## src/ceti_pkg.sv

```systemverilog
// Purpose: shared constants for the 8-bit carrier/interval timer
// Assumes: byte-wide register port, 16-bit addresses, peripheral clock = clk
// Notes: compare and port-latch offsets sit beside the documented ones
package ceti_pkg;

	// register map
	localparam logic [15:0] MODE_CTRL_OFFSET = 16'hFF6C;
	localparam logic [15:0] CARRIER_CTRL_OFFSET = 16'hFF6D;
	localparam logic [15:0] PORT_DIR_OFFSET = 16'hFF21;
	localparam logic [15:0] PORT_LATCH_OFFSET = 16'hFF01;
	localparam logic [15:0] FIRST_CMP_OFFSET = 16'hFF18;
	localparam logic [15:0] SECOND_CMP_OFFSET = 16'hFF19;

	// reset values
	localparam logic [7:0] MODE_CTRL_RESET = 8'h00;
	localparam logic [7:0] CARRIER_CTRL_RESET = 8'h00;
	localparam logic [7:0] PORT_DIR_RESET = 8'hFF;
	localparam logic [7:0] PORT_LATCH_RESET = 8'h00;
	localparam logic [7:0] CMP_RESET = 8'h00;
	localparam logic [7:0] UNMAPPED_READ = 8'h00;

	// mode register fields
	localparam int RUN_ENABLE_BIT = 7;
	localparam int CLK_SEL_LSB = 4;
	localparam int MODE_SEL_LSB = 2;
	localparam int DEFAULT_LEVEL_BIT = 1;
	localparam int OUTPUT_ENABLE_BIT = 0;

	// carrier control fields
	localparam int CARRIER_ENABLE_BIT = 2;
	localparam int PENDING_LEVEL_BIT = 1;
	localparam int CARRIER_STATUS_BIT = 0;

	// pin served by this timer inside the port
	localparam int PIN_DIRECTION_BIT = 6;

	// prescaler: log2 of each division ratio
	localparam int PRESC_W = 12;
	localparam int RL_W = 9;
	localparam int DIV_LOG_P1 = 0;
	localparam int DIV_LOG_P4 = 2;
	localparam int DIV_LOG_P16 = 4;
	localparam int DIV_LOG_P64 = 6;
	localparam int DIV_LOG_P4096 = 12;
	localparam int DIV_LOG_RL128 = 7;
	localparam int DIV_LOG_RL512 = 9;
	localparam int DIV_LOG_RL1 = 0;

	localparam logic [2:0] CLK_SEL_RL128 = 3'h5;

	typedef enum logic [1:0] {
		CETI_MODE_INTERVAL = 2'h0,
		CETI_MODE_CARRIER = 2'h1,
		CETI_MODE_PWM = 2'h2,
		CETI_MODE_PROHIBITED = 2'h3
	} ceti_mode_e;

endpackage : ceti_pkg

```

## src/ceti_count_clock.sv

```systemverilog
// Purpose: count-clock enable generator for the carrier/interval timer
// Assumes: clk is the peripheral clock; the low-speed oscillator is asynchronous
// Notes: emits a one-cycle tick per selected count-clock rising edge
`timescale 1ns/1ns
`default_nettype none

module ceti_count_clock
	import ceti_pkg::*;
#(
	parameter int PRESC_BITS = PRESC_W,
	parameter int RL_BITS = RL_W
) (
	// clocking
	input wire logic clk,
	input wire logic srst,
	input wire logic ce,
	// source selection
	input wire logic [2:0] clock_select,
	input wire logic low_speed_osc_clock,
	// count clock enable
	output logic count_tick
);

	if (PRESC_BITS < DIV_LOG_P4096) begin : g_chk_presc
		$error("prescaler too narrow for the largest division");
	end
	if (RL_BITS < DIV_LOG_RL512) begin : g_chk_rl
		$error("low-speed divider too narrow");
	end

	logic [PRESC_BITS-1:0] presc;
	logic [PRESC_BITS-1:0] next_presc;
	logic [RL_BITS-1:0] rl_cnt;
	logic [RL_BITS-1:0] next_rl_cnt;
	logic rl_meta;
	logic rl_sync;
	logic rl_prev;
	logic next_tick;

	// true when the low bits selected by log2 are all ones
	function automatic logic at_wrap(input logic [PRESC_BITS-1:0] v, input int lg);
		logic ok;
		ok = 1'b1;
		for (int i = 0; i < PRESC_BITS; i++) begin
			if (i < lg && !v[i]) begin
				ok = 1'b0;
			end
		end
		return ok;
	endfunction : at_wrap

	always_comb begin
		logic rl_edge;
		logic [PRESC_BITS-1:0] rl_wide;
		rl_edge = rl_sync & ~rl_prev;
		rl_wide = PRESC_BITS'(rl_cnt);
		next_presc = presc + 1'b1;
		next_rl_cnt = rl_edge ? rl_cnt + 1'b1 : rl_cnt;
		case (clock_select) // [RULE2]
			3'h0: next_tick = at_wrap(presc, DIV_LOG_P1);
			3'h1: next_tick = at_wrap(presc, DIV_LOG_P4);
			3'h2: next_tick = at_wrap(presc, DIV_LOG_P16);
			3'h3: next_tick = at_wrap(presc, DIV_LOG_P64);
			3'h4: next_tick = at_wrap(presc, DIV_LOG_P4096);
			3'h5: next_tick = rl_edge && at_wrap(rl_wide, DIV_LOG_RL128);
			3'h6: next_tick = rl_edge && at_wrap(rl_wide, DIV_LOG_RL512);
			3'h7: next_tick = rl_edge && at_wrap(rl_wide, DIV_LOG_RL1);
			default: next_tick = 1'b0;
		endcase
	end

	// the oscillator is foreign to clk: two flops before the edge detector
	always_ff @(posedge clk) begin
		if (srst) begin
			presc <= '0;
			rl_cnt <= '0;
			rl_meta <= 1'b0;
			rl_sync <= 1'b0;
			rl_prev <= 1'b0;
			count_tick <= 1'b0;
		end else if (ce) begin
			presc <= next_presc;
			rl_cnt <= next_rl_cnt;
			rl_meta <= low_speed_osc_clock;
			rl_sync <= rl_meta;
			rl_prev <= rl_sync;
			count_tick <= next_tick;
		end
	end

endmodule : ceti_count_clock

`default_nettype wire

```

## src/ceti_timer.sv

```systemverilog
// Purpose: 8-bit up-counting timer with interval, PWM and carrier modes
// Assumes: byte register port with strobes; companion event on the clk domain
// Notes: the prescaler runs freely, so start and stop land on any phase
// How it works
// RULE1: run-enable low stops the timer and clears the counter; high counts.
// RULE2: clock code picks peripheral clock /1,/4,/16,/64,/4096 or slow osc /128,/512,/1.
// RULE3: mode code 00 interval, 01 carrier, 10 PWM, 11 not allowed.
// RULE4: level bit sets idle output level; output-enable bit gates the output.
// RULE5: software leaves mode bits alone while running, except same-value rewrites.
// RULE6: PWM and carrier restarts need a fresh second-compare write first.
// RULE7: in carrier mode this count clock exceeds six times the companion's.
// RULE8: carrier enable and pending level choose low, high, or carrier pulses.
// RULE9: read-only status bit 0 reports whether the carrier output is active.
// RULE10: software leaves carrier enable alone while the timer runs.
// RULE11: software clears pin direction and latch to route the timer out.
// RULE12: interval mode match on first compare interrupts and clears the counter.
// RULE13: interval mode ignores the second compare register completely.
// RULE14: interval period is first compare plus one count clocks.
// RULE15: interval mode toggles the output each match for a 50 percent square wave.
// RULE16: counting begins within one count clock after run-enable is set.
// RULE17: the match interrupt comes with the selected count clock edge.
// RULE18: stopping returns interrupt and output to their default levels; in carrier mode the code drives the pin from the status bit.
// RULE19: first compare is written only while stopped.
// RULE20: companion event is synced to the count clock and loads the status bit.
// RULE21: counter is 8 bits, steps by one per tick, compared on every tick.
`timescale 1ns/1ns
`default_nettype none

module ceti_timer
	import ceti_pkg::*;
#(
	parameter int COUNT_W = 8
) (
	// clocking
	input wire logic clk,
	input wire logic srst,
	input wire logic ce,
	// register port
	input wire logic [15:0] addr,
	input wire logic wr_en,
	input wire logic rd_en,
	input wire logic [7:0] wdata,
	output logic [7:0] rdata,
	// clock sources and companion timer
	input wire logic low_speed_osc_clock,
	input wire logic companion_timer_event,
	// timer outputs
	output logic match_interrupt,
	output logic carrier_output_pin_out,
	output logic carrier_output_pin_oe
);

	if (COUNT_W != 8) begin : g_chk_width
		$error("counter width must be 8 to match the byte registers");
	end

	logic [7:0] mode_ctrl;
	logic [7:0] next_mode_ctrl;
	logic carrier_enable;
	logic next_carrier_enable;
	logic pending_level;
	logic next_pending_level;
	logic carrier_status;
	logic next_carrier_status;
	logic [7:0] port_direction;
	logic [7:0] next_port_direction;
	logic [7:0] port_latch;
	logic [7:0] next_port_latch;
	logic [7:0] first_compare;
	logic [7:0] next_first_compare;
	logic [7:0] second_compare_reg;
	logic [7:0] next_second_compare_reg;
	logic [7:0] second_compare_buf;
	logic [7:0] next_second_compare_buf;
	logic second_buf_full;
	logic next_second_buf_full;
	logic [COUNT_W-1:0] counter;
	logic [COUNT_W-1:0] next_counter;
	logic use_second;
	logic next_use_second;
	logic started;
	logic next_started;
	logic level;
	logic next_level;
	logic event_prev;
	logic event_pending;
	logic next_event_pending;
	logic next_irq;
	logic next_pin_out;
	logic next_pin_oe;
	logic [7:0] next_rdata;
	logic count_tick;

	logic run_enable;
	logic default_output_level;
	logic output_enable;
	ceti_mode_e mode;

	assign run_enable = mode_ctrl[RUN_ENABLE_BIT];
	assign default_output_level = mode_ctrl[DEFAULT_LEVEL_BIT];
	assign output_enable = mode_ctrl[OUTPUT_ENABLE_BIT];
	assign mode = ceti_mode_e'(mode_ctrl[MODE_SEL_LSB +: 2]); // [RULE3]

	ceti_count_clock #(
		.PRESC_BITS(PRESC_W),
		.RL_BITS(RL_W)
	) u_count_clock (
		.clk(clk),
		.srst(srst),
		.ce(ce),
		.clock_select(mode_ctrl[CLK_SEL_LSB +: 3]), // [RULE2]
		.low_speed_osc_clock(low_speed_osc_clock),
		.count_tick(count_tick)
	);

	// register writes and reads
	always_comb begin
		next_mode_ctrl = mode_ctrl;
		next_carrier_enable = carrier_enable;
		next_pending_level = pending_level;
		next_port_direction = port_direction;
		next_port_latch = port_latch;
		next_first_compare = first_compare;
		next_rdata = rdata;
		if (wr_en) begin
			case (addr)
				// mode bits are not guarded against running writes [RULE5]
				MODE_CTRL_OFFSET: next_mode_ctrl = wdata;
				CARRIER_CTRL_OFFSET: begin
					next_carrier_enable = wdata[CARRIER_ENABLE_BIT]; // [RULE10]
					next_pending_level = wdata[PENDING_LEVEL_BIT];
				end
				PORT_DIR_OFFSET: next_port_direction = wdata; // [RULE11]
				PORT_LATCH_OFFSET: next_port_latch = wdata;
				// software writes this only while stopped [RULE19]
				FIRST_CMP_OFFSET: next_first_compare = wdata;
				default: ;
			endcase
		end
		if (rd_en) begin
			case (addr)
				MODE_CTRL_OFFSET: next_rdata = mode_ctrl;
				CARRIER_CTRL_OFFSET: next_rdata = {5'h00, carrier_enable, pending_level,
					carrier_status}; // [RULE9]
				PORT_DIR_OFFSET: next_rdata = port_direction;
				PORT_LATCH_OFFSET: next_rdata = port_latch;
				FIRST_CMP_OFFSET: next_rdata = first_compare;
				SECOND_CMP_OFFSET: next_rdata = second_buf_full ? second_compare_buf
					: second_compare_reg;
				default: next_rdata = UNMAPPED_READ;
			endcase
		end
	end

	// counter, compare sequencing, output level and interrupt
	always_comb begin
		logic hit;
		logic wr_second;
		logic take_buf;
		hit = 1'b0;
		take_buf = 1'b0;
		wr_second = wr_en && (addr == SECOND_CMP_OFFSET);
		next_counter = counter;
		next_use_second = use_second;
		next_started = started;
		next_level = level;
		next_irq = 1'b0;
		next_second_compare_reg = second_compare_reg;
		next_second_compare_buf = second_compare_buf;
		next_second_buf_full = second_buf_full;
		if (!run_enable) begin
			// stopped: counter cleared, output back to idle level [RULE1] [RULE18]
			next_counter = '0;
			next_use_second = 1'b0;
			next_started = 1'b0;
			next_level = default_output_level; // [RULE4]
			next_second_buf_full = 1'b0;
		end else if (count_tick) begin // [RULE17]
			if (!started) begin
				// first count clock is masked, counting from the next [RULE16]
				next_started = 1'b1;
			end else begin
				// interval mode never selects the second register [RULE13] [RULE21]
				hit = (counter == (use_second ? second_compare_reg : first_compare));
				if (!hit) begin
					next_counter = counter + 1'b1; // [RULE21]
				end else begin
					case (mode)
						CETI_MODE_INTERVAL: begin
							// clear at N gives N+1 ticks per period [RULE12] [RULE14]
							next_counter = '0;
							next_irq = 1'b1;
							next_level = ~level; // [RULE15]
						end
						CETI_MODE_PWM: begin
							next_level = ~level;
							next_use_second = ~use_second;
							if (!use_second) begin
								next_counter = '0;
								next_irq = 1'b1;
							end else begin
								next_counter = counter + 1'b1;
								take_buf = 1'b1;
							end
						end
						CETI_MODE_CARRIER: begin
							// first compare sets low width, second the high width
							next_counter = '0;
							next_level = ~level;
							next_use_second = ~use_second;
							if (use_second) begin
								next_irq = 1'b1;
								take_buf = 1'b1;
							end
						end
						default: next_counter = counter;
					endcase
				end
			end
		end
		// running writes are held until the old value matches; a clash keeps the old
		if (wr_second) begin
			if (run_enable) begin
				next_second_compare_buf = wdata;
				next_second_buf_full = 1'b1;
			end else begin
				// a stopped write lands at once, so restarts see it [RULE6]
				next_second_compare_reg = wdata;
				next_second_compare_buf = wdata;
				next_second_buf_full = 1'b0;
			end
		end else if (take_buf && second_buf_full) begin
			next_second_compare_reg = second_compare_buf;
			next_second_buf_full = 1'b0;
		end
	end

	// companion event capture and carrier status transfer
	always_comb begin
		logic rise;
		rise = companion_timer_event & ~event_prev;
		next_event_pending = event_pending | rise;
		next_carrier_status = carrier_status;
		if (count_tick && event_pending) begin
			// synced companion event copies pending level into status [RULE20]
			next_carrier_status = next_pending_level;
			next_event_pending = rise;
		end
	end

	// pin drive computed from next state so the pin is registered
	always_comb begin
		logic timer_level;
		timer_level = next_level;
		if (next_mode_ctrl[MODE_SEL_LSB +: 2] == CETI_MODE_CARRIER) begin
			// status low: low; high: carrier pulses or steady high [RULE8] [RULE9]
			if (!next_carrier_status) begin
				timer_level = 1'b0;
			end else begin
				timer_level = next_carrier_enable ? next_level : 1'b1;
			end
		end
		if (!next_mode_ctrl[OUTPUT_ENABLE_BIT]) begin
			timer_level = next_mode_ctrl[DEFAULT_LEVEL_BIT]; // [RULE4]
		end
		// latch is ored in, so it must be cleared to pass the timer
		next_pin_out = timer_level | next_port_latch[PIN_DIRECTION_BIT]; // [RULE11]
		next_pin_oe = ~next_port_direction[PIN_DIRECTION_BIT];
	end

	always_ff @(posedge clk) begin
		if (srst) begin
			mode_ctrl <= MODE_CTRL_RESET;
			carrier_enable <= CARRIER_CTRL_RESET[CARRIER_ENABLE_BIT];
			pending_level <= CARRIER_CTRL_RESET[PENDING_LEVEL_BIT];
			carrier_status <= CARRIER_CTRL_RESET[CARRIER_STATUS_BIT];
			port_direction <= PORT_DIR_RESET;
			port_latch <= PORT_LATCH_RESET;
			first_compare <= CMP_RESET;
			second_compare_reg <= CMP_RESET;
			second_compare_buf <= CMP_RESET;
			second_buf_full <= 1'b0;
			counter <= '0;
			use_second <= 1'b0;
			started <= 1'b0;
			level <= 1'b0;
			event_prev <= 1'b0;
			event_pending <= 1'b0;
			rdata <= UNMAPPED_READ;
			match_interrupt <= 1'b0;
			carrier_output_pin_out <= 1'b0;
			carrier_output_pin_oe <= 1'b0;
		end else if (ce) begin
			mode_ctrl <= next_mode_ctrl;
			carrier_enable <= next_carrier_enable;
			pending_level <= next_pending_level;
			carrier_status <= next_carrier_status;
			port_direction <= next_port_direction;
			port_latch <= next_port_latch;
			first_compare <= next_first_compare;
			second_compare_reg <= next_second_compare_reg;
			second_compare_buf <= next_second_compare_buf;
			second_buf_full <= next_second_buf_full;
			counter <= next_counter;
			use_second <= next_use_second;
			started <= next_started;
			level <= next_level;
			event_prev <= companion_timer_event;
			event_pending <= next_event_pending;
			rdata <= next_rdata;
			match_interrupt <= next_irq;
			carrier_output_pin_out <= next_pin_out;
			carrier_output_pin_oe <= next_pin_oe;
		end
	end

endmodule : ceti_timer

`default_nettype wire

```

## config.mk

```make
export PLATFORM = sky130hd
export DESIGN_NAME = ceti_timer
export DESIGN_NICKNAME = d
export VERILOG_FILES = /design/src/ceti_pkg.sv /design/src/ceti_count_clock.sv /design/src/ceti_timer.sv
export SDC_FILE = /design/constraint.sdc
export NUM_CORES = 1
export LEC_CHECK = 0
export ABC_AREA = 1
export CORE_MARGIN = 4
export CORE_UTILIZATION = 45
export CTS_CLUSTER_DIAMETER = 50
export DETAILED_ROUTE_END_ITERATION = 10
export DONT_BUFFER_PORTS = 1
export GPL_ROUTABILITY_DRIVEN = 0
export PLACE_DENSITY = 0.7
export SLEW_MARGIN = 20
export SYNTH_ARGS = -nofsm -noshare
export SYNTH_HDL_FRONTEND = slang
export SYNTH_SLANG_ARGS = --single-unit
```

## constraint.sdc

```tcl
create_clock -name clk -period 3.6 [get_ports clk]
set_input_delay 1.08 -clock clk [delete_from_list [all_inputs] [get_ports clk]]
set_output_delay 1.08 -clock clk [all_outputs]
set_load 0.01 [all_outputs]
```

# Yosys cells after proc, flatten, opt, wreduce, memory -nomap -nowiden

Index checks and enable logic that the tools add are counted.

$add $sub $neg: 3
Equal/unequal tests: 24
Muxes and demuxes: 80
Bitwise logic cells: 9
Reductions and logical operators: 23

Operators by type and width:

| kind                    | number |
|---|---|
| $eq A16 B16 Y1 const B  | 6 |
| $mux W8                 | 10 |
| $mux W1                 | 60 |
| $pmux W8 S6             | 1 |
| $mux W7                 | 4 |
| $pmux W8 S2             | 1 |
| $reduce_and A3 Y1       | 5 |
| $add A12 B1 Y12 const B | 1 |
| $eq A3 B3 Y1 const B    | 4 |
| $reduce_and A2 Y1       | 5 |
| $add A9 B1 Y9 const B   | 1 |
| $add A8 B1 Y8 const B   | 1 |
| $eq A8 B8 Y1            | 1 |
| $mux W4                 | 2 |
| $pmux W1 S8             | 1 |
| $eq A3 B2 Y1 const B    | 2 |
| $ne A2 B1 Y1 const B    | 3 |
| $logic_and A1 B1 Y1     | 5 |
| $not A1 Y1              | 5 |
| $reduce_and A5 Y1       | 1 |
| $eq A2 B1 Y1 const B    | 2 |
| $ne A2 B2 Y1 const B    | 2 |
| $ne A4 B3 Y1 const B    | 1 |
| $reduce_and A4 Y1       | 1 |
| 11 further kinds        | 14 |

Flip-flop bits (word level): 101
Input port bits: 31
Word-level logic and storage cells: 168

# Longest topological paths before layout

Depth in word-level cells: 13
Gate-level depth with buffers: 16

# Cells and area by module

A second synthesis with hierarchy kept.

Cell total of the unflattened synthesis: 762
Area, all modules: 5,268.8 um^2

Modules (own cells, without submodules):

| module           | times used | cells each | area an instance (um^2) | seq. area each (um^2) |
|---|---|---|---|---|
| ceti_timer       | 1          | 585        | 4,012.6                 | 1,521.5 |
| ceti_count_clock | 1          | 177        | 1,256.2                 | 500.5 |

# Least setup slack after synthesis

Ideal clock, no wire load.

Kind: input -> register
Start: in wr_en
End: reg mode_ctrl[2]
Arrival: 2,240 ps
Data required time: 3,480 ps
Setup slack: 1,240 ps
Stages: 6
Buffers on the path: 1
Cells stage by stage: clkbuf_1 -> nand2_1 -> nor2_1 -> inv_1 -> o21ai_0 -> a21oi_1

Word-level cells in the longest chain between the ends: 1

Ends and longest elaborated chain:

| item                   | RTL line          | RTL |
|---|---|---|
| start: declaration     | ceti_timer.sv:40  | `input wire logic wr_en,` |
| $mux W4                | ceti_timer.sv:125 | `if (wr_en) begin` |
| end signal: assignment | ceti_timer.sv:294 | `mode_ctrl <= next_mode_ctrl;` |
| end: declaration       | ceti_timer.sv:57  | `logic [7:0] mode_ctrl;` |

No other way between the ends.
A chain may end at the register's enable or synchronous reset.

# Worst setup path in the final report

Start: in addr[7]
End: reg second_compare_reg[0]

Word-level cells in the longest chain between the ends: 4
Elaborated cells on any way between the ends: 6

Ends and longest elaborated chain:

| item                                                         | RTL line          | RTL |
|---|---|---|
| start: declaration                                           | ceti_timer.sv:39  | `input wire logic [15:0] addr,` |
| $eq A16 B16 Y1 (*)                                           | ceti_timer.sv:162 | `wr_second = wr_en && (addr == SECOND_CMP_OFFSET);` |
| $logic_and A1 B1 Y1 (*)                                      | ceti_timer.sv:162 |  |
| $ne A2 B2 Y1 (no line) or $reduce_bool A2 Y1 (tied branches) | --                |  |
| $reduce_and A3 Y1 (no line)                                  | --                |  |
| end signal: assignment                                       | ceti_timer.sv:301 | `second_compare_reg <= next_second_compare_reg;` |
| end: declaration                                             | ceti_timer.sv:71  | `logic [7:0] second_compare_reg;` |

Mark *: on every way between the ends. The rest lies on a longest branch, timed or not.

==> impl_metrics.tcl <==
set metrics [dict create \
    status "complete, no violations" \
    finClkSkew_ps 4.67 \
    start_util_pct 46.8 \
    grt_pass1_vias 4602 \
    setup_tns_ps 0 \
    synth_edf_count 0 \
    worst_pin_slew_ps 604 \
    wire_per_inst_um 15.4 \
    dp_hpwl_mm 9.86 \
    setup_viol 0 \
    routed_wl_mm 13.3 \
    final_common_cell "nand2_1" \
    crit_arrival_ps 2610 \
    syn-num-nets 774 \
    route.antenna.remaining_nets 0 \
    slowest_delay_ps 280 \
    placedCellCount 851 \
    final-max-slew-violation-count 0 \
    worstPathRequired_ps 3840 \
    peakVddDrop_v 0.000418 \
    syn_area_mm2 0.00516 \
    dieArea_mm2 0.0132 \
    worstSetupEndpointType "flip-flop" \
    yosysWarnings 0 \
    io_pins 42 \
    synth_cell_types 47 \
    drt-pass1-iter-count 6 \
    path_cells "nor2_2 > nand3_1 > inv_1 > nand3_2 > nor2_4 > inv_2 > nor2_4 > inv_2 > nand2_4 > nand2_4 > o21ai_1 > nor2_1" \
    fin_nets 762 \
    grt_pass1_wl_mm 22.0 \
    maxCapViolations 0 \
    clockBufferDepth 2 \
    drive_gt1_share_pct 7.16 \
    critPathSlowestCell "nor2_4" \
    hold_path.class "flip-flop to flip-flop" \
    drt-initial-drc-count 630 \
    synth_ff_type "dfxtp_1" \
    finalHoldViolCount 0 \
    grt_max_degree 62 \
    worst_slack_ps 1240 \
    fin_hold_ws_ps 452 \
    numPortBuffers 0 \
    vias 4828 \
    place_ws_ps 895 \
    cts_resized 0 \
    total_leakage_power_nw 2.28 \
    grt-ovfl-total 0 \
    core_mm2 0.0110 \
    synthArstFlopShare_pct 0 \
    synth_seq_area_share_pct 39.2 \
    die-width_um 115 \
    clk_pin_slew_ps 70 \
    fin_crit_sh_pct 65.7 \
    grt_use_total_pct 20.9 \
    htree_levels 3 \
    clock-sinks 101 \
    fp.dieH_um 115 \
    largest_register_ffs 12 \
    pwr_density_cell_mw_per_mm2 418 \
    cts_buffers 9 \
    fmax_ghz 0.423 \
    regMostFlops "u_count_clock.presc" \
    avgSynthCellArea_um2 7.03 \
    rsz0062_at_grt "false" \
    antenna_cells 0 \
    stdcell_count 866 \
    crit_type "input port to flip-flop" \
    dpl_cell_area_mm2 0.00524 \
    cts_tree "built" \
    vias_per_cell 5.58 \
    cts_root_buf "clkbuf_16" \
    grt_antenna_before_repair 0 \
    areaGrowthSynthToFinish_pct 7.54 \
    num_rows 38 \
    syn_inst 734 \
    stdcell_area_mm2 0.00555 \
    ys_ff_latch 101 \
    cts_setup_buffers 0 \
    cp-start-kind "input port" \
    slew_headroom_pct 59.7 \
    final_cell_mix "nand2_1 (154), dfxtp_1 (101), inv_1 (84), o21ai_0 (81), a21oi_1 (80)" \
    post-route-min-period_ps 2360 \
    largestRegisters "u_count_clock.presc: 12 flops, u_count_clock.rl_cnt: 9 flops" \
    hold_buffers 0 \
    worstPathMaxFanout 17 \
    drc 0 \
    clock_latency_ps 350 \
]
cells in the mapped netlist, types with 6 or more instances:
cell type	n	area, um^2
nand2_1	154	578
nor3_1	11	55.1
o211ai_1	13	97.6
nand4_1	7	43.8
nand3_1	32	160
dfxtp_1	101	2020
nor2_1	63	236
buf_2	6	30.0
clkbuf_1	12	45.0
inv_1	84	315
a21oi_1	80	400
nand3_2	6	60.1
o21ai_0	81	405
ha_1	9	113
o21ai_1	9	45.0
critical path: cells and delay by family:
| kind | cells | cell delay [ps] |
|---|---|---|
| and+or+nand+nor | 8 | 1100 |
| buffers and inverters | 3 | 260 |
| AOI/OAI and AO/OA | 1 | 150 |
area by class of cell:
cell class / instances / area [um^2]
Tap cell: 140 / 175
Sequential cell: 101 / 2020
Timing Repair Buffer: 1 / 20.0
Multi-Input combinational cell: 519 / 2680
Inverter: 90 / 343
Fill cell: 1073 / 5480
Clock buffer: 11 / 243
Clock inverter: 4 / 72.6
power breakdown:
part           internal, mW  switching (mW)  total [mW]
Combinational        0.0395          0.0847       0.124
Clock                 0.623           0.414        1.04
Sequential             1.14          0.0182        1.16
path summary, 6_finish.rpt:
kind	start	end	slack, ps	cells past startpoint
min	event_prev	event_prev	450	2
min reg2reg	event_prev	event_prev	450	2
max reg2reg	use_second	second_compare_reg[0]	1430	12
max	addr[7]	second_compare_reg[0]	1240	12
kinds of logic after synthesis:
group / count (synthesis) / synth area share (%)
AND/OR/NAND/NOR: 302 / 27.1
AO/OA/AOI/OAI: 203 / 21.7
XOR/XNOR: 5 / 0.848
buffers and inverters: 114 / 8.99
flip-flops: 101 / 39.2
adder cells (fa/ha/maj): 9 / 2.18
layer usage:
layer / vias to the layer above / wire, um / global-route usage, %
met2: 128 / 6320 / 33.9
met1: 2260 / 5680 / 26.3
met5: - / 0 / 0
met4: 0 / 458 / 9.00
met3: 29 / 875 / 5.42
li1: 2411 / - / -
metrics by stage:
stage,total power [mW],utilization (%)
after global placement,1.30,47.5
after CTS,2.33,50.3
after floorplan,1.28,-
final,2.32,50.3
after global routing,2.40,50.3
after detailed placement,1.30,47.5
No activity file was read; power rests on OpenSTA's default activity.
